===== src/mcs_pkg.sv =====
// Constants shared by the microcontroller core sequencer, its assertions and its bench
package mcs_pkg;
   // I/O addresses and fields handled inside the core
   localparam logic [7:0] IO_PSC_ADDR = 8'hFF;
   localparam logic [7:0] IO_USBSC_ADDR = 8'h1F;
   localparam int EP_SIZE_BIT = 7;
   // Reset values
   localparam logic [7:0] PSC_RESET = 8'h00;
   localparam logic [13:0] PC_RESET = 14'h0000;
   localparam logic [7:0] PSP_RESET = 8'h00;
   localparam logic [7:0] DSP_RESET = 8'h00;
   localparam logic [3:0] CNT_RESET = 4'h0;
   // Single opcodes
   localparam logic [7:0] OP_HALT = 8'h00;
   localparam logic [7:0] OP_ALU_FIRST = 8'h01;
   localparam logic [7:0] OP_ALU_LAST = 8'h1B;
   localparam logic [7:0] OP_MOVX_I = 8'h1C;
   localparam logic [7:0] OP_MOVX_D = 8'h1D;
   localparam logic [7:0] OP_PAGE_ADV = 8'h1F;
   localparam logic [7:0] OP_INC_A = 8'h21;
   localparam logic [7:0] OP_INC_X = 8'h22;
   localparam logic [7:0] OP_INC_D = 8'h23;
   localparam logic [7:0] OP_INC_I = 8'h24;
   localparam logic [7:0] OP_DEC_A = 8'h25;
   localparam logic [7:0] OP_DEC_X = 8'h26;
   localparam logic [7:0] OP_DEC_D = 8'h27;
   localparam logic [7:0] OP_DEC_I = 8'h28;
   localparam logic [7:0] OP_PORT_READ = 8'h29;
   localparam logic [7:0] OP_PORT_WRITE = 8'h2A;
   localparam logic [7:0] OP_POP_A = 8'h2B;
   localparam logic [7:0] OP_POP_X = 8'h2C;
   localparam logic [7:0] OP_PUSH_A = 8'h2D;
   localparam logic [7:0] OP_PUSH_X = 8'h2E;
   localparam logic [7:0] OP_SWAP_AX = 8'h2F;
   localparam logic [7:0] OP_SWAP_ADSP = 8'h30;
   localparam logic [7:0] OP_STA_D = 8'h31;
   localparam logic [7:0] OP_STA_I = 8'h32;
   localparam logic [7:0] OP_ORM_D = 8'h33;
   localparam logic [7:0] OP_ORM_I = 8'h34;
   localparam logic [7:0] OP_ANDM_D = 8'h35;
   localparam logic [7:0] OP_ANDM_I = 8'h36;
   localparam logic [7:0] OP_XORM_D = 8'h37;
   localparam logic [7:0] OP_XORM_I = 8'h38;
   localparam logic [7:0] OP_IDX_PORT_WRITE = 8'h39;
   localparam logic [7:0] OP_CPL = 8'h3A;
   localparam logic [7:0] OP_ASL = 8'h3B;
   localparam logic [7:0] OP_ASR = 8'h3C;
   localparam logic [7:0] OP_RLC = 8'h3D;
   localparam logic [7:0] OP_RRC = 8'h3E;
   localparam logic [7:0] OP_SUB_RETURN = 8'h3F;
   localparam logic [7:0] OP_MOV_AX = 8'h40;
   localparam logic [7:0] OP_MOV_XA = 8'h41;
   localparam logic [7:0] OP_SET_PSP = 8'h60;
   localparam logic [7:0] OP_INT_DISABLE = 8'h70;
   localparam logic [7:0] OP_INT_ENABLE = 8'h72;
   localparam logic [7:0] OP_INT_RETURN = 8'h73;
   // Upper nibbles of control transfers
   localparam logic [3:0] NIB_CALL_HI = 4'h5;
   localparam logic [3:0] NIB_JMP = 4'h8;
   localparam logic [3:0] NIB_CALL_LO = 4'h9;
   localparam logic [3:0] NIB_BR_Z = 4'hA;
   localparam logic [3:0] NIB_BR_NZ = 4'hB;
   localparam logic [3:0] NIB_BR_C = 4'hC;
   localparam logic [3:0] NIB_BR_NC = 4'hD;
   localparam logic [3:0] NIB_ACC_JMP = 4'hE;
   localparam logic [3:0] NIB_TABLE = 4'hF;
   // Arithmetic groups and operand modes of the triplet block
   localparam logic [3:0] GRP_ADD = 4'h0;
   localparam logic [3:0] GRP_ADC = 4'h1;
   localparam logic [3:0] GRP_SUB = 4'h2;
   localparam logic [3:0] GRP_SBB = 4'h3;
   localparam logic [3:0] GRP_OR = 4'h4;
   localparam logic [3:0] GRP_AND = 4'h5;
   localparam logic [3:0] GRP_XOR = 4'h6;
   localparam logic [3:0] GRP_CMP = 4'h7;
   localparam logic [3:0] GRP_MOV = 4'h8;
   localparam logic [1:0] MODE_IMM = 2'h0;
   localparam logic [1:0] MODE_DIR = 2'h1;
   localparam logic [1:0] MODE_IDX = 2'h2;
   // Cycle counts
   localparam logic [3:0] CYC_BASE = 4'h4;
   localparam logic [3:0] CYC_FIVE = 4'h5;
   localparam logic [3:0] CYC_SIX = 4'h6;
   localparam logic [3:0] CYC_SEVEN = 4'h7;
   localparam logic [3:0] CYC_EIGHT = 4'h8;
   localparam logic [3:0] CYC_HALT = 4'h7;
   localparam logic [3:0] CYC_BR_TAKEN = 4'h5;
   localparam logic [3:0] CYC_BR_FALL = 4'h4;
   localparam logic [3:0] CYC_JMP = 4'h5;
   localparam logic [3:0] CYC_CALL = 4'hA;
   localparam logic [3:0] CYC_ACC_JMP = 4'h7;
   localparam logic [3:0] CYC_TABLE = 4'hE;
   localparam logic [3:0] CYC_RETURN = 4'h8;
   localparam logic [3:0] CYC_IRQ = 4'hA;
   // Core run state
   typedef enum logic [0:0] {
      ST_RUN = 1'b0,
      ST_HALT = 1'b1
   } mcs_state_t;
endpackage : mcs_pkg


===== src/mcs_data_ram.sv =====
// 256-byte data RAM with one write port and a registered read port
`timescale 1ns/10ps
`default_nettype none
module mcs_data_ram (
   // Clock and reset
   input wire logic clk_i,
   input wire logic rst_n_i,
   // Write port
   input wire logic we_i,
   input wire logic [7:0] waddr_i,
   input wire logic [7:0] wdata_i,
   // Read port
   input wire logic [7:0] raddr_i,
   output logic [7:0] rdata_o
);
   logic [7:0] mem [256];

   ////////////////////////////////////////////////////////////////////////////////
   // Array has no reset, contents are undefined until written
   always_ff @(posedge clk_i) begin
      if (we_i) begin
         mem[waddr_i] <= wdata_i;
      end
   end

   // Read data comes a cycle after the address
   always_ff @(posedge clk_i or negedge rst_n_i) begin
      if (!rst_n_i) begin
         rdata_o <= 8'h00;
      end else begin
         rdata_o <= mem[raddr_i];
      end
   end
endmodule : mcs_data_ram
`default_nettype wire


===== src/mcs_core.sv =====
// Instruction sequencer, decoder and datapath of the 8-bit microcontroller core
`timescale 1ns/10ps
`default_nettype none
module mcs_core
   import mcs_pkg::*;
(
   // Clock and reset
   input wire logic clk_i,
   input wire logic rst_n_i,
   // Program memory
   output logic [13:0] prom_addr_o,
   input wire logic [7:0] prom_data_i,
   // I/O port
   output logic [7:0] io_addr_o,
   output logic [7:0] io_wdata_o,
   output logic io_wr_o,
   output logic io_rd_o,
   input wire logic [7:0] io_rdata_i,
   // Interrupt request from the controller
   input wire logic irq_i,
   input wire logic [7:0] irq_vec_i,
   output logic irq_ack_o,
   // Status
   output logic [7:0] psc_o,
   output logic ep_size_o,
   output logic halted_o
);
   ////////////////////////////////////////////////////////////////////////////////
   // Decode helpers
   function automatic logic [3:0] grp_f(input logic [7:0] op);
      logic [7:0] idx;
      idx = op - OP_ALU_FIRST;
      grp_f = 4'(idx / 8'h03);
   endfunction : grp_f

   function automatic logic [1:0] mode_f(input logic [7:0] op);
      logic [7:0] idx;
      idx = op - OP_ALU_FIRST;
      mode_f = 2'(idx % 8'h03);
   endfunction : mode_f

   function automatic logic br_take_f(input logic [7:0] op, input logic c, input logic z);
      br_take_f = (op[7:4] == NIB_BR_Z && z) || (op[7:4] == NIB_BR_NZ && !z) ||
                  (op[7:4] == NIB_BR_C && c) || (op[7:4] == NIB_BR_NC && !c);
   endfunction : br_take_f

   function automatic logic two_byte_f(input logic [7:0] op);
      case (op) inside
         [OP_ALU_FIRST:OP_MOVX_D], OP_INC_D, OP_INC_I, OP_DEC_D, OP_DEC_I: two_byte_f = 1'b1;
         OP_PORT_READ, OP_PORT_WRITE, [OP_STA_D:OP_IDX_PORT_WRITE]: two_byte_f = 1'b1;
         [8'h50:8'h5F], [8'h80:8'hFF]: two_byte_f = 1'b1;
         default: two_byte_f = 1'b0;
      endcase
   endfunction : two_byte_f

   // Cycle count of each opcode
   function automatic logic [3:0] cyc_f(input logic [7:0] op, input logic c, input logic z);
      logic [1:0] m;
      m = mode_f(op);
      case (op) inside
         OP_HALT: cyc_f = CYC_HALT;
         [OP_ALU_FIRST:OP_ALU_LAST]: begin
            if (grp_f(op) == GRP_CMP) begin
               cyc_f = (m == MODE_IMM) ? CYC_FIVE : (m == MODE_DIR) ? CYC_SEVEN : CYC_EIGHT;
            end else if (grp_f(op) == GRP_MOV) begin
               cyc_f = (m == MODE_IMM) ? CYC_BASE : (m == MODE_DIR) ? CYC_FIVE : CYC_SIX;
            end else begin
               cyc_f = (m == MODE_IMM) ? CYC_BASE : (m == MODE_DIR) ? CYC_SIX : CYC_SEVEN;
            end
         end
         OP_MOVX_D, OP_PORT_READ, OP_PORT_WRITE, OP_STA_D: cyc_f = CYC_FIVE;
         [OP_PUSH_A:OP_SWAP_ADSP]: cyc_f = CYC_FIVE;
         OP_INC_D, OP_DEC_D, OP_ORM_D, OP_ANDM_D, OP_XORM_D: cyc_f = CYC_SEVEN;
         OP_INC_I, OP_DEC_I, OP_ORM_I, OP_ANDM_I, OP_XORM_I: cyc_f = CYC_EIGHT;
         OP_STA_I, OP_IDX_PORT_WRITE: cyc_f = CYC_SIX;
         OP_SUB_RETURN, OP_INT_RETURN: cyc_f = CYC_RETURN;
         [8'h50:8'h5F], [8'h90:8'h9F]: cyc_f = CYC_CALL;
         [8'h80:8'h8F]: cyc_f = CYC_JMP;
         [8'hA0:8'hDF]: cyc_f = br_take_f(op, c, z) ? CYC_BR_TAKEN : CYC_BR_FALL;
         [8'hE0:8'hEF]: cyc_f = CYC_ACC_JMP;
         [8'hF0:8'hFF]: cyc_f = CYC_TABLE;
         default: cyc_f = CYC_BASE;
      endcase
   endfunction : cyc_f

   function automatic logic [13:0] pc_inc_f(input logic [13:0] pc);
      pc_inc_f = {pc[13:8], 8'(pc[7:0] + 8'h01)};
   endfunction : pc_inc_f

   ////////////////////////////////////////////////////////////////////////////////
   // State
   mcs_state_t st_q, st_d;
   logic [13:0] pc_q, pc_d, prom_addr_d;
   logic [7:0] op_q, op_d, opr_q, opr_d, a_q, a_d, x_q, x_d;
   logic [7:0] psp_q, psp_d, dsp_q, dsp_d, psc_q, psc_d, hold_q, hold_d, vec_q, vec_d;
   logic [7:0] io_addr_d, io_wdata_d;
   logic [7:0] io_addr_q_w, io_wdata_q_w;
   logic [3:0] cnt_q, cnt_d;
   logic c_q, c_d, z_q, z_d, ie_q, ie_d, irq_q, irq_d, eps_q, eps_d;
   logic io_wr_d, io_rd_d, irq_ack_d;
   logic ram_we;
   logic [7:0] ram_waddr, ram_wdata, ram_rdata, pa;
   logic [8:0] tmp9;
   logic tbl_sel;

   // Decoded fields of the current instruction
   wire [7:0] op_cur = (cnt_q == CNT_RESET) ? prom_data_i : op_q;
   wire [3:0] ncyc = irq_q ? CYC_IRQ : cyc_f(op_cur, c_q, z_q);
   wire last = (cnt_q == 4'(ncyc - 4'h1));
   wire [3:0] nib = op_q[7:4];
   wire is_alu = (op_q >= OP_ALU_FIRST) && (op_q <= OP_ALU_LAST);
   wire [3:0] grp = grp_f(op_q);
   wire [1:0] mode = mode_f(op_q);
   wire is_call = !irq_q && (nib == NIB_CALL_HI || nib == NIB_CALL_LO);
   wire is_ret = !irq_q && (op_q == OP_SUB_RETURN || op_q == OP_INT_RETURN);
   wire is_pop = !irq_q && (op_q == OP_POP_A || op_q == OP_POP_X);
   wire indexed = is_alu ? (mode == MODE_IDX) : (op_q == OP_INC_I || op_q == OP_DEC_I ||
                  op_q == OP_STA_I || op_q == OP_ORM_I || op_q == OP_ANDM_I || op_q == OP_XORM_I);
   wire [7:0] ea = indexed ? 8'(opr_q + x_q) : opr_q;
   wire imm = (is_alu && mode == MODE_IMM) || op_q == OP_MOVX_I;
   wire [7:0] val = imm ? opr_q : ram_rdata;
   wire [8:0] alu_add = {1'b0, a_q} + {1'b0, val} + {8'h00, grp == GRP_ADC && c_q};
   wire [8:0] alu_sub = {1'b0, a_q} - {1'b0, val} - {8'h00, grp == GRP_SBB && c_q};
   wire [11:0] tgt12 = {op_q[3:0], opr_q};
   wire [11:0] acc_tgt = 12'(tgt12 + {4'h0, a_q});
   wire [7:0] stack_hi = {c_q, z_q, pc_q[13:8]};
   // Return pops read one below the pointer as it walks down
   wire [7:0] ram_raddr = is_ret ? 8'(psp_q - 8'h01) : is_pop ? dsp_q : ea;

   // Data RAM holding both stacks, variables and endpoint buffers
   mcs_data_ram u_ram (
      .clk_i(clk_i),
      .rst_n_i(rst_n_i),
      .we_i(ram_we),
      .waddr_i(ram_waddr),
      .wdata_i(ram_wdata),
      .raddr_i(ram_raddr),
      .rdata_o(ram_rdata)
   );

   ////////////////////////////////////////////////////////////////////////////////
   // Sequencer: fetch in cycles 0-1, stack/port in 2, execute in 3, return pop in 4
   always_comb begin
      st_d = st_q; pc_d = pc_q; op_d = op_q; opr_d = opr_q; a_d = a_q; x_d = x_q;
      psp_d = psp_q; dsp_d = dsp_q; c_d = c_q; z_d = z_q; ie_d = ie_q; irq_d = irq_q;
      vec_d = vec_q; hold_d = hold_q; psc_d = psc_q; eps_d = eps_q;
      io_addr_d = io_addr_q_w; io_wdata_d = io_wdata_q_w;
      io_wr_d = 1'b0; io_rd_d = 1'b0; irq_ack_d = 1'b0;
      ram_we = 1'b0; ram_waddr = ea; ram_wdata = a_q; tbl_sel = 1'b0;
      tmp9 = 9'h000;
      pa = (op_q == OP_IDX_PORT_WRITE) ? 8'(prom_data_i + x_q) : prom_data_i;
      cnt_d = 4'(cnt_q + 4'h1);
      if (st_q == ST_HALT) begin
         cnt_d = cnt_q;
      end else begin
         if (cnt_q == 4'h0) begin
            if (irq_q) begin
               ie_d = 1'b0;
            end else begin
               op_d = prom_data_i;
               pc_d = pc_inc_f(pc_q);
            end
         end
         if (cnt_q == 4'h1 && !irq_q) begin
            if (two_byte_f(op_q)) begin
               opr_d = prom_data_i;
               pc_d = pc_inc_f(pc_q);
            end
            // Internal register is served here and never strobed outward
            if (op_q == OP_PORT_READ) begin
               io_addr_d = pa;
               io_rd_d = (pa != IO_PSC_ADDR);
            end else if (op_q == OP_PORT_WRITE || op_q == OP_IDX_PORT_WRITE) begin
               io_addr_d = pa;
               io_wdata_d = a_q;
               io_wr_d = (pa != IO_PSC_ADDR);
               if (pa == IO_PSC_ADDR) psc_d = a_q;
               if (pa == IO_USBSC_ADDR) eps_d = a_q[EP_SIZE_BIT];
            end
         end
         if (cnt_q == 4'h2) begin
            if (!irq_q && op_q == OP_PORT_READ) begin
               a_d = (io_addr_q_w == IO_PSC_ADDR) ? psc_q : io_rdata_i;
            end
            if (is_call || irq_q) begin
               ram_we = 1'b1;
               ram_waddr = psp_q;
               ram_wdata = pc_q[7:0];
               psp_d = 8'(psp_q + 8'h01);
            end
            if (is_ret) psp_d = 8'(psp_q - 8'h01);
            if (!irq_q && nib == NIB_TABLE) tbl_sel = 1'b1;
         end
         if (cnt_q == 4'h3) begin
            if (is_call || irq_q) begin
               ram_we = 1'b1;
               ram_waddr = psp_q;
               ram_wdata = stack_hi;
               psp_d = 8'(psp_q + 8'h01);
            end else if (is_ret) begin
               hold_d = ram_rdata;
               psp_d = 8'(psp_q - 8'h01);
            end else if (is_alu) begin
               if (grp == GRP_MOV) begin
                  a_d = val;
               end else if (grp == GRP_CMP) begin
                  c_d = alu_sub[8];
                  z_d = (a_q == val);
               end else begin
                  tmp9 = (grp <= GRP_ADC) ? alu_add : (grp <= GRP_SBB) ? alu_sub :
                         (grp == GRP_OR) ? {c_q, a_q | val} :
                         (grp == GRP_AND) ? {c_q, a_q & val} : {c_q, a_q ^ val};
                  a_d = tmp9[7:0];
                  c_d = tmp9[8];
                  z_d = (tmp9[7:0] == 8'h00);
               end
            end else if (nib == NIB_TABLE) begin
               a_d = prom_data_i;
            end else begin
               unique case (op_q)
                  OP_MOVX_I, OP_MOVX_D: x_d = val;
                  OP_PAGE_ADV: pc_d = {6'(pc_q[13:8] + 6'h01), pc_q[7:0]};
                  OP_INC_A, OP_INC_X, OP_INC_D, OP_INC_I, OP_DEC_A, OP_DEC_X, OP_DEC_D,
                  OP_DEC_I: begin
                     tmp9 = (op_q == OP_INC_A || op_q == OP_DEC_A) ? {1'b0, a_q} :
                            (op_q == OP_INC_X || op_q == OP_DEC_X) ? {1'b0, x_q} :
                            {1'b0, ram_rdata};
                     tmp9 = (op_q <= OP_INC_I) ? 9'(tmp9 + 9'h001) : 9'(tmp9 - 9'h001);
                     c_d = tmp9[8];
                     z_d = (tmp9[7:0] == 8'h00);
                     if (op_q == OP_INC_A || op_q == OP_DEC_A) a_d = tmp9[7:0];
                     else if (op_q == OP_INC_X || op_q == OP_DEC_X) x_d = tmp9[7:0];
                     else begin
                        ram_we = 1'b1;
                        ram_wdata = tmp9[7:0];
                     end
                  end
                  OP_POP_A, OP_POP_X: begin
                     if (op_q == OP_POP_A) a_d = ram_rdata;
                     else x_d = ram_rdata;
                     dsp_d = 8'(dsp_q + 8'h01);
                  end
                  OP_PUSH_A, OP_PUSH_X: begin
                     dsp_d = 8'(dsp_q - 8'h01);
                     ram_we = 1'b1;
                     ram_waddr = 8'(dsp_q - 8'h01);
                     ram_wdata = (op_q == OP_PUSH_A) ? a_q : x_q;
                  end
                  OP_SWAP_AX: begin
                     a_d = x_q;
                     x_d = a_q;
                  end
                  OP_SWAP_ADSP: begin
                     a_d = dsp_q;
                     dsp_d = a_q;
                  end
                  OP_STA_D, OP_STA_I: ram_we = 1'b1;
                  OP_ORM_D, OP_ORM_I, OP_ANDM_D, OP_ANDM_I, OP_XORM_D, OP_XORM_I: begin
                     ram_we = 1'b1;
                     ram_wdata = (op_q <= OP_ORM_I) ? (ram_rdata | a_q) :
                                 (op_q <= OP_ANDM_I) ? (ram_rdata & a_q) : (ram_rdata ^ a_q);
                     z_d = (ram_wdata == 8'h00);
                  end
                  OP_CPL: begin
                     a_d = ~a_q;
                     z_d = (a_q == 8'hFF);
                  end
                  OP_ASL: {c_d, a_d} = {a_q, 1'b0};
                  OP_ASR: {a_d, c_d} = {a_q[7], a_q};
                  OP_RLC: {c_d, a_d} = {a_q, c_q};
                  OP_RRC: {a_d, c_d} = {c_q, a_q};
                  OP_MOV_AX: a_d = x_q;
                  OP_MOV_XA: x_d = a_q;
                  OP_SET_PSP: psp_d = a_q;
                  OP_INT_DISABLE: ie_d = 1'b0;
                  OP_INT_ENABLE: ie_d = 1'b1;
                  default: ;
               endcase
            end
         end
         if (cnt_q == 4'h4 && is_ret) begin
            pc_d = {hold_q[5:0], ram_rdata};
            if (op_q == OP_INT_RETURN) begin
               {c_d, z_d} = hold_q[7:6];
               ie_d = 1'b1;
            end
         end
         if (last) begin
            cnt_d = CNT_RESET;
            if (irq_q) begin
               irq_d = 1'b0;
               pc_d = {6'h00, vec_q};
            end else begin
               if (nib == NIB_JMP || (br_take_f(op_q, c_q, z_q))) pc_d = {pc_q[13:12], tgt12};
               if (is_call) pc_d = {1'b0, nib == NIB_CALL_HI, tgt12};
               if (nib == NIB_ACC_JMP) pc_d = {pc_q[13:12], acc_tgt};
               if (op_q == OP_HALT) st_d = ST_HALT;
            end
            if (!irq_q && op_q != OP_HALT && ie_d && irq_i) begin
               irq_d = 1'b1;
               irq_ack_d = 1'b1;
               vec_d = irq_vec_i;
            end
         end
      end
      prom_addr_d = tbl_sel ? {pc_q[13:12], acc_tgt} : pc_d;
   end

   ////////////////////////////////////////////////////////////////////////////////
   // Registers
   assign io_addr_o = io_addr_q_w;
   assign io_wdata_o = io_wdata_q_w;
   assign psc_o = psc_q;
   assign ep_size_o = eps_q;
   assign halted_o = st_q;

   always_ff @(posedge clk_i or negedge rst_n_i) begin
      if (!rst_n_i) begin
         st_q <= ST_RUN; pc_q <= PC_RESET; prom_addr_o <= PC_RESET;
         psp_q <= PSP_RESET; dsp_q <= DSP_RESET;
         op_q <= 8'h00; opr_q <= 8'h00; a_q <= 8'h00; x_q <= 8'h00; cnt_q <= CNT_RESET;
         c_q <= 1'b0; z_q <= 1'b0; ie_q <= 1'b0; irq_q <= 1'b0; vec_q <= 8'h00;
         hold_q <= 8'h00; psc_q <= PSC_RESET; eps_q <= 1'b0; irq_ack_o <= 1'b0;
         io_addr_q_w <= 8'h00; io_wdata_q_w <= 8'h00; io_wr_o <= 1'b0; io_rd_o <= 1'b0;
      end else begin
         st_q <= st_d; pc_q <= pc_d; prom_addr_o <= prom_addr_d;
         psp_q <= psp_d; dsp_q <= dsp_d;
         op_q <= op_d; opr_q <= opr_d; a_q <= a_d; x_q <= x_d; cnt_q <= cnt_d;
         c_q <= c_d; z_q <= z_d; ie_q <= ie_d; irq_q <= irq_d; vec_q <= vec_d;
         hold_q <= hold_d; psc_q <= psc_d; eps_q <= eps_d; irq_ack_o <= irq_ack_d;
         io_addr_q_w <= io_addr_d; io_wdata_q_w <= io_wdata_d;
         io_wr_o <= io_wr_d; io_rd_o <= io_rd_d;
      end
   end
endmodule : mcs_core
`default_nettype wire


===== config.mk =====
export PLATFORM = sky130hd
export DESIGN_NAME = mcs_core
export DESIGN_NICKNAME = d
export VERILOG_FILES = /design/src/mcs_pkg.sv /design/src/mcs_data_ram.sv /design/src/mcs_core.sv
export SDC_FILE = /design/constraint.sdc
export NUM_CORES = 2
export LEC_CHECK = 0
export BUFFER_PORTS_ARGS = -buffer_cell sky130_fd_sc_hd__buf_2
export CORE_MARGIN = 2
export CORE_UTILIZATION = 30
export DETAILED_ROUTE_END_ITERATION = 7
export GPL_TIMING_DRIVEN = 0
export PLACE_DENSITY = 0.52
export SYNTH_ARGS = -nofsm -noshare
export SYNTH_HDL_FRONTEND = slang
export SYNTH_HIERARCHICAL = 1
export SYNTH_SLANG_ARGS = --single-unit

===== constraint.sdc =====
create_clock -name clk_i -period 16 [get_ports clk_i]
set_input_delay 3.2 -clock clk_i [delete_from_list [all_inputs] [get_ports clk_i]]
set_output_delay 3.2 -clock clk_i [all_outputs]
set_load 0.1 [all_outputs]

### After elaboration in Yosys (flattened, before gate mapping)

Memories as Yosys holds them, arrays and structs flattened. A register that Yosys moved wholly into a read port is not among the register bits.
Cells that the tools add are included.

* bits in registers: 129
* bits in latches: 0
* memory bits (writable): 2048
* bits in read-only memories: 0
* bits of input ports: 27
* output and inout bits: 43
* word-level logic and storage cells: 463
* memories: 1

* $add $sub $neg: 19
* multiply operators: 0
* div/mod/pow operators: 4
* $lt $le $gt $ge: 30
* eq/ne operators: 96
* shift-type cells: 0
* multiplexer cells: 174
* bitwise logic cells: 14
* reduce and logical (&&, ||, !) cells: 101

Memories
* u_ram.mem: depth 256, width 8, read ports 1, clocked after Yosys merged registers in 1, wr ports 1, line mcs_data_ram.sv:16 `logic [7:0] mem [256];`

Operator list (number)
* 8-bit 2-to-1 mux: 62
* 8-bit by 6-bit == test with 1-bit output, second input constant: 47
* 14-bit 2-to-1 mux: 14
* 4-bit 2-to-1 mux: 18
* 8-bit case mux with 9 select lines: 1
* 1-bit 2-to-1 mux: 65
* 4-bit == test, second input constant: 14
* 8-bit by 7-bit == test with 1-bit output, second input constant: 7
* 8-bit >= comparator, second input constant: 6
* 8-bit less-or-equal comparator, second input constant: 6
* 8-bit case mux with 3 select lines: 2
* 8-bit by 5-bit == test with 1-bit output, second input constant: 5
* 8-bit by 6-bit less-or-equal comparator with 1-bit output, second input constant: 5
* 8-bit zero test: 5
* 1-bit logical AND: 34
* 8-bit case mux with 4 select lines: 1
* 8-bit by 1-bit subtractor with 8-bit output, second input constant: 4
* 9-bit 2-to-1 mux: 3
* 8-bit by 1-bit adder with 8-bit output, second input constant: 3
* 4-bit by 3-bit == test with 1-bit output, second input constant: 6
* 8-bit == test, second input constant: 3
* 8-bit by 5-bit less-or-equal comparator with 1-bit output, second input constant: 3
* 2-bit OR reduction: 11
* 1-bit logical OR: 20
* 55 further kinds: 93

### Longest topological paths before layout

* depth in word-level cells: 25
* mapped depth: 41
* gate-level depth less buffers: 36

### Cells and area by module

Netlist, hierarchy kept.

Modules (own cells, without submodules)
* mcs_data_ram: times used 1, cells an instance 3795, area an instance 80038.0 µm², seq. area each 61699.2 µm²
* mcs_core: times used 1, cells an instance 2105, area an instance 15581.2 µm², seq. area each 3228.1 µm²

### Worst setup path before layout

OpenSTA, ideal clock, no wires.

* path kind: register -> register
* start point: register op_q[0]
* end point: memory u_ram.mem[0][7], data pin
* setup time: 1.579 ns
* arrival: 10.754 ns
* required time: 14.421 ns
* path slack: 3.667 ns
* cell stages (with the launch flop): 20
* buffers on the path: 2
* period minus slack after synthesis: 12.333 ns
* cells stage by stage: dfrtp_1 clkbuf_1 inv_1 ha_1 clkbuf_1 nor2b_1 nor3_1 o21ai_0 ha_1 a31oi_1 o21bai_1 a21o_1 a21o_1 a21o_1 a21oi_1 xnor2_1 a2111oi_0 nand2_1 o311ai_0 a21oi_1

* word-level cells in the longest chain between the ends: 15
* elaborated cells on any way between the ends: 48
* those cells by class: add/sub: 2; order compare: 5; eq/ne: 18; mux: 15; reduce/logical: 8

RTL lines
* start: declaration: line mcs_core.sv:94 `logic [7:0] op_q, op_d, opr_q, opr_d, a_q, a_d, x_q, x_d;`
* start signal: assignment: line mcs_core.sv:321 `op_q <= 8'h00; opr_q <= 8'h00; a_q <= 8'h00; x_q <= 8'h00; cnt_q <= CNT_RESET;`
* start signal: assignment: line mcs_core.sv:328 `op_q <= op_d; opr_q <= opr_d; a_q <= a_d; x_q <= x_d; cnt_q <= cnt_d;`
* 8-bit by 6-bit == test with 1-bit output: line mcs_core.sv:220, mcs_core.sv:226, mcs_core.sv:232
* 1-bit logical OR: line mcs_core.sv:226, mcs_core.sv:232
* 8-bit 2-to-1 mux: line mcs_core.sv:226 `(op_q == OP_INC_X || op_q == OP_DEC_X) ? {1'b0, x_q} :`
* 8-bit 2-to-1 mux: line mcs_core.sv:225 `tmp9 = (op_q == OP_INC_A || op_q == OP_DEC_A) ? {1'b0, a_q} :`
* 8-bit by 1-bit subtractor with 9-bit output or 8-bit by 1-bit adder with 9-bit output (tied branches): line mcs_core.sv:228 `tmp9 = (op_q <= OP_INC_I) ? 9'(tmp9 + 9'h001) : 9'(tmp9 - 9'h001);`
* 9-bit 2-to-1 mux: line mcs_core.sv:228
* 8-bit 2-to-1 mux: line mcs_core.sv:232 `else if (op_q == OP_INC_X || op_q == OP_DEC_X) x_d = tmp9[7:0];`
* 8-bit 2-to-1 mux: line mcs_core.sv:231 `if (op_q == OP_INC_A || op_q == OP_DEC_A) a_d = tmp9[7:0];`
* 8-bit case mux with 3 select lines: line mcs_core.sv:220 `unique case (op_q)`
* 8-bit 2-to-1 mux: line mcs_core.sv:217 `end else if (nib == NIB_TABLE) begin`
* 8-bit 2-to-1 mux: line mcs_core.sv:203 `end else if (is_alu) begin`
* 8-bit 2-to-1 mux *: line mcs_core.sv:200 `end else if (is_ret) begin`
* 8-bit 2-to-1 mux *: line mcs_core.sv:195 `if (is_call || irq_q) begin`
* 8-bit 2-to-1 mux *: line mcs_core.sv:194 `if (cnt_q == 4'h3) begin`
* 8-bit 2-to-1 mux *: line mcs_core.sv:153 `if (st_q == ST_HALT) begin`
* named net ram_wdata[7]: line mcs_core.sv:102 `logic [7:0] ram_waddr, ram_wdata, ram_rdata, pa;`
* end: declaration: line mcs_data_ram.sv:16

Mark *: on every way through the listed nets, which the timed path passes. The rest lies on a longest branch.

### Final worst setup path

* start point: register op_q[0]
* end point: register u_ram.rdata_o[3], read port of u_ram.mem

* word-level cells in the longest chain between the ends: 10
* elaborated cells on any way between the ends: 29
* those cells by class: add/sub: 1; div: 1; order compare: 2; eq/ne: 11; mux: 4; reduce/logical: 10

RTL lines
* parallel branches: the longest is 9 deep, another holds 8-bit by 1-bit subtractor with 8-bit output
* 8-bit 2-to-1 mux *: line mcs_core.sv:128 `wire [7:0] ram_raddr = is_ret ? 8'(psp_q - 8'h01) : is_pop ? dsp_q : ea;`
* named net ram_raddr[3]: line mcs_core.sv:128
* end: declaration: line mcs_data_ram.sv:14 `output logic [7:0] rdata_o`

Mark *: on every way through the listed nets, which the timed path passes.
A chain may end at the register's enable or synchronous reset.

==> metrics.sh <==
TIMING.CRITICAL_PATH.ARRIVAL_NS=13.99
FF2FF_SETUP_SLACK_NS=2.67
CLOCK-SINKS=2185
SYNTHESIS.INSTANCES=5900
MET2WIRELENGTH_UM=154000
DRTANTENNAVIOLNETS=0
STARTING_DENSITY_OF_THE_CORE_PCT=30.1
REG_TOP3='u_ram/mem x2048, pc_q x14, prom_addr_o x14'
WORST_SLEW_PIN_TRAN_NS=1.59
CTS.HTREE.LEVELS=4
YS_SEQ_AREA_SHARE_PCT=67.9
CTSHOLDBUFFERS=0
LARGEST_REGISTER_FFS=2048
GRTUSAGETOTAL_PCT=20.3
DRT-VIAS-PER-INSTANCE=5.64
HPWL_UM=240000
FINAL_LAYOUT_SIZE_SUFFIX_GT1_SHARE_PCT=18.1
TIMING.CRITICAL_PATH.MAX_DELAY_FAMILY='buffers and inverters'
VIAS_IN_THE_FIRST_GLOBAL_ROUTE=57700
MIN_PERIOD_NS=13.33
WORST_SLEW_MARGIN_REL_PCT=-5.81
POWER_LEAKAGE_nW=33.4
SYN-MEAN-INSTANCE-AREA_UM2=16.2
DRTPASS1ITERATIONS=8
SYNTH_FP_NETS=6035
DETAILEDROUTE.FIRSTITERATIONVIOLATIONS=8186
YS_FLOP_TYPE='sky130_fd_sc_hd__edfxtp_1'
FP_ROWS=207
VDD_DROP_MAX_mV=0.108
WORST_CLOCK_SKEW_NS=0.114
WORSTSETUPPATHTYPE='flip-flop to flip-flop'
WORSTPATHREQUIRED_NS=16.66
TIMING.CRITICAL_PATH.SLOWEST_STAGE_CELL='sky130_fd_sc_hd__clkbuf_1'
HOLD_PATH.CLASS='flip-flop to flip-flop'
SYN-CELL-AREA_MM2=0.0956
DP_WORST_SETUP_SLACK_NS=3.05
TIMING.CRITICAL_PATH.FROM_TYPE='flip-flop'
CLK_TRANSITION_REPORTED_PATHS_NS=0.06
PLACEMENT.CELL_AREA_MM2=0.103
CTS_POST_SETUP_BUFFERS_INSERTED=0
DRT_DRC_VIOLATIONS_LEFT=1
STATUS='finished, violations left'
GPL.FINAL_WEIGHTED_CONGESTION=0.973
CTS_TREE='done'
PORT-BUFFER-COUNT=69
MET1WIRELENGTH_UM=139000
WORST_R2R_PATH_DEPTH=34
FF_LATCH_AREA_MM2=0.0649
POSTROUTEWIRELENGTH_UM=338000
FP.DIEAREA_MM2=0.323
GRT_MAX_DEGREE=93
FINAL_NETS=6394
CP_COMMON_CELL='sky130_fd_sc_hd__clkbuf_1'
FINAL.SETUP.WORST_SLACK_NS=2.67
SYNTHDOMINANTCELLAREASHARE_PCT=64.3
CP_MAX_FO=10
PORTION_OF_THE_CLOCK_CYCLE_CONSUMED_BY_THE_WORST_PATH_IN_THE_FINAL_LAYOUT_PCT=83.3
MAX_CAP_VIOL_COUNT=4
OVERFLOW=0
DETAIL_ROUTE.WL_PER_CELL_UM=31.8
CTS_BUFFERS=228
DETAILROUTE.VIA_COUNT=59900
FILLER_CELL_COUNT=30300
CLOCK_LATENCY_NS=0.94
MET3WIRELENGTH_UM=29900
COUNT_OF_CELL_TYPES_IN_THE_NETLIST=109
POST-SYNTH-TOP-AREA-CELL='sky130_fd_sc_hd__edfxtp_1'
HOLD_SLACK_NS=0.499
SYNTH-SEQ-CELLS=2185
MAX-CLOCK-PATH-BUFFERS=4
HIGHEST-SIGNAL-LAYER='met5'
GRT_SETUP_UNREPAIRED='no'
CRITICAL-PATH-MAX-STAGE-DELAY_NS=1.00
LAYOUT-AREA-OVERHEAD-VS-SYNTH_PCT=14.7
MAX_FLOP_REGISTER='u_ram/mem'
CORE-AREA_MM2=0.318
HOLDPATHSTAGES=2
DIE_H_UM=569
SYNTHARSTFLOPSHARE_PCT=6.27
NUM_IO_PINS=70
NUMBER_OF_ANTENNA_VIOLATIONS_AT_THE_FIRST_CHECK_IN_GLOBAL_ROUTING=12
TIMING.FMAX_GHz=0.0750
FAILED_CHECKS='design-rule violations, max-capacitance violations, max-slew violations'
CP_NUM_CELLS=34
WORST_SETUP_PATH_END_KIND='flip-flop'
CTS-RESIZED-GATES=0
MULTIINPUTGATEAREA_MM2=0.0283
SETUP_VIOLATIONS=0
NUMBER_OF_SYNTHESIZED_FLOPS_WITH_AN_ENABLE_PIN=2048
FIN_AREA_MM2=0.110
YOSYS_WARNINGS=6
GRT_FIRST_PASS_WIRELENGTH_UM=464000
HOLD_VIOLATIONS=0
FLOORPLAN.DIE.WIDTH_UM=569
POWER_DENSITY_mW_PER_MM2=105
CRITICAL_PATH_BUF_INV_COUNT=10
YOSYS-TOP-CELLS-AREA='sky130_fd_sc_hd__edfxtp_1, sky130_fd_sc_hd__mux4_2, sky130_fd_sc_hd__dfrtp_1'
CTSROOTBUFFERMASTER='sky130_fd_sc_hd__clkbuf_16'
FINALMAXSLEWVIOLATIONS=31
-- cell families after synthesis --
group	Yosys count	share of synthesized area, %
flip-flops	2185	67.9
AND/OR/NAND/NOR	1223	5.94
AO/OA/AOI/OAI	1073	7.49
multiplexers	738	13.7
buffers and inverters	480	2.64
adder cells (fa/ha/maj)	108	1.47
XOR/XNOR	93	0.852
-- power by group --
group | internal, mW | leakage [nW] | total, mW | switching (mW)
logic | 0.0604 | 10.4 | 0.189 | 0.129
clock network | 2.90 | 3.44 | 5.17 | 2.27
registers | 6.16 | 19.6 | 6.16 | 0.000830
total | 9.12 | 33.4 | 11.5 | 2.40
-- final timing paths --
check	start	endpoint
setup / recovery	op_q[0]	u_ram/rdata_o[3]
hold / removal	hold_q[2]	hold_q[2]
setup reg to reg	op_q[0]	u_ram/rdata_o[3]
hold reg to reg	hold_q[2]	hold_q[2]
max in group asynchronous	rst_n_i	pc_q[7]
min in group asynchronous	rst_n_i	io_addr_o[4]
-- cell usage in the layout (no fill, tap or decap), types with 40 or more instances in the layout --
cell	count
sky130_fd_sc_hd__o221ai_1	46
sky130_fd_sc_hd__a211oi_1	40
sky130_fd_sc_hd__dfrtp_1	137
sky130_fd_sc_hd__clkbuf_16	229
sky130_fd_sc_hd__edfxtp_1	2048
sky130_fd_sc_hd__buf_12	46
sky130_fd_sc_hd__o22ai_1	56
sky130_fd_sc_hd__a22oi_1	118
sky130_fd_sc_hd__mux2_2	72
sky130_fd_sc_hd__nand4_1	42
sky130_fd_sc_hd__o21ai_0	212
sky130_fd_sc_hd__buf_2	125
sky130_fd_sc_hd__mux2i_1	210
sky130_fd_sc_hd__a21oi_1	266
sky130_fd_sc_hd__clkbuf_1	259
sky130_fd_sc_hd__mux4_2	446
sky130_fd_sc_hd__nand2_1	287
sky130_fd_sc_hd__nor2b_1	51
sky130_fd_sc_hd__nor2_1	496
sky130_fd_sc_hd__inv_1	89
sky130_fd_sc_hd__a221oi_1	46
sky130_fd_sc_hd__clkinv_1	66
sky130_fd_sc_hd__nor3_1	66
sky130_fd_sc_hd__nand3_1	91
sky130_fd_sc_hd__xnor2_1	55
sky130_fd_sc_hd__ha_1	101
-- layer usage --
layer | GRT usage [%] | vias up
li1 | - | 24300
met1 | 27.7 | 31700
met2 | 32.1 | 3163
met3 | 3.97 | 615
met4 | 7.74 | 2
met5 | 0 | -
-- cell type report --
cell class	instances	share of cell area, %
antenna	3	0.00684
buffer	389	2.01
clock buffer	276	5.38
clock inverter	132	1.08
inverter	91	0.311
multi-input combinational	3235	25.8
sequential	2185	59.2
tap	4180	4.77
timing repair buffer	129	1.49
-- worst register-to-register path: cells and delay by family, from the launching register on --
family | cells | cell delay (ns)
compound gates | 11 | 3.87
xor+xnor | 2 | 0.36
fa+ha+maj | 3 | 0.81
buf+inv | 10 | 4.76
flops | 1 | 0.50
mux | 1 | 0.17
simple gates | 7 | 2.71
-- through the flow --
stage                     TNS [ns]  power [mW]  std cells  util [%]
after floorplan                  0        6.40       5900         -
after global placement    -9800.90        6.46      10100      31.9
after detailed placement         0        6.46      10200      32.3
after CTS                        0        11.6      10600      34.5
after global routing             0        11.8      10600      34.5
final                            0        11.5      10600      34.5
-- cell usage after synthesis, types with 30 or more instances --
library cell               number
sky130_fd_sc_hd__nor2_1       496
sky130_fd_sc_hd__buf_2         55
sky130_fd_sc_hd__inv_1         89
sky130_fd_sc_hd__o221ai_1      46
sky130_fd_sc_hd__nand3_1       91
sky130_fd_sc_hd__clkbuf_1     230
sky130_fd_sc_hd__mux2_2        72
sky130_fd_sc_hd__and3_1        32
sky130_fd_sc_hd__o21ai_0      215
sky130_fd_sc_hd__nand4_1       42
sky130_fd_sc_hd__a211oi_1      40
sky130_fd_sc_hd__dfrtp_1      137
sky130_fd_sc_hd__a21oi_1      267
sky130_fd_sc_hd__nand2_1      287
sky130_fd_sc_hd__buf_1         30
sky130_fd_sc_hd__o22ai_1       60
sky130_fd_sc_hd__nor2b_1       51
sky130_fd_sc_hd__mux2i_1      210
sky130_fd_sc_hd__buf_6         32
sky130_fd_sc_hd__edfxtp_1    2048
sky130_fd_sc_hd__a221oi_1      46
sky130_fd_sc_hd__nor3_1        66
sky130_fd_sc_hd__a22oi_1      118
sky130_fd_sc_hd__xor2_1        38
sky130_fd_sc_hd__ha_1         101
sky130_fd_sc_hd__xnor2_1       55
sky130_fd_sc_hd__mux4_2       446
No activity file was read; power rests on OpenSTA's default activity.
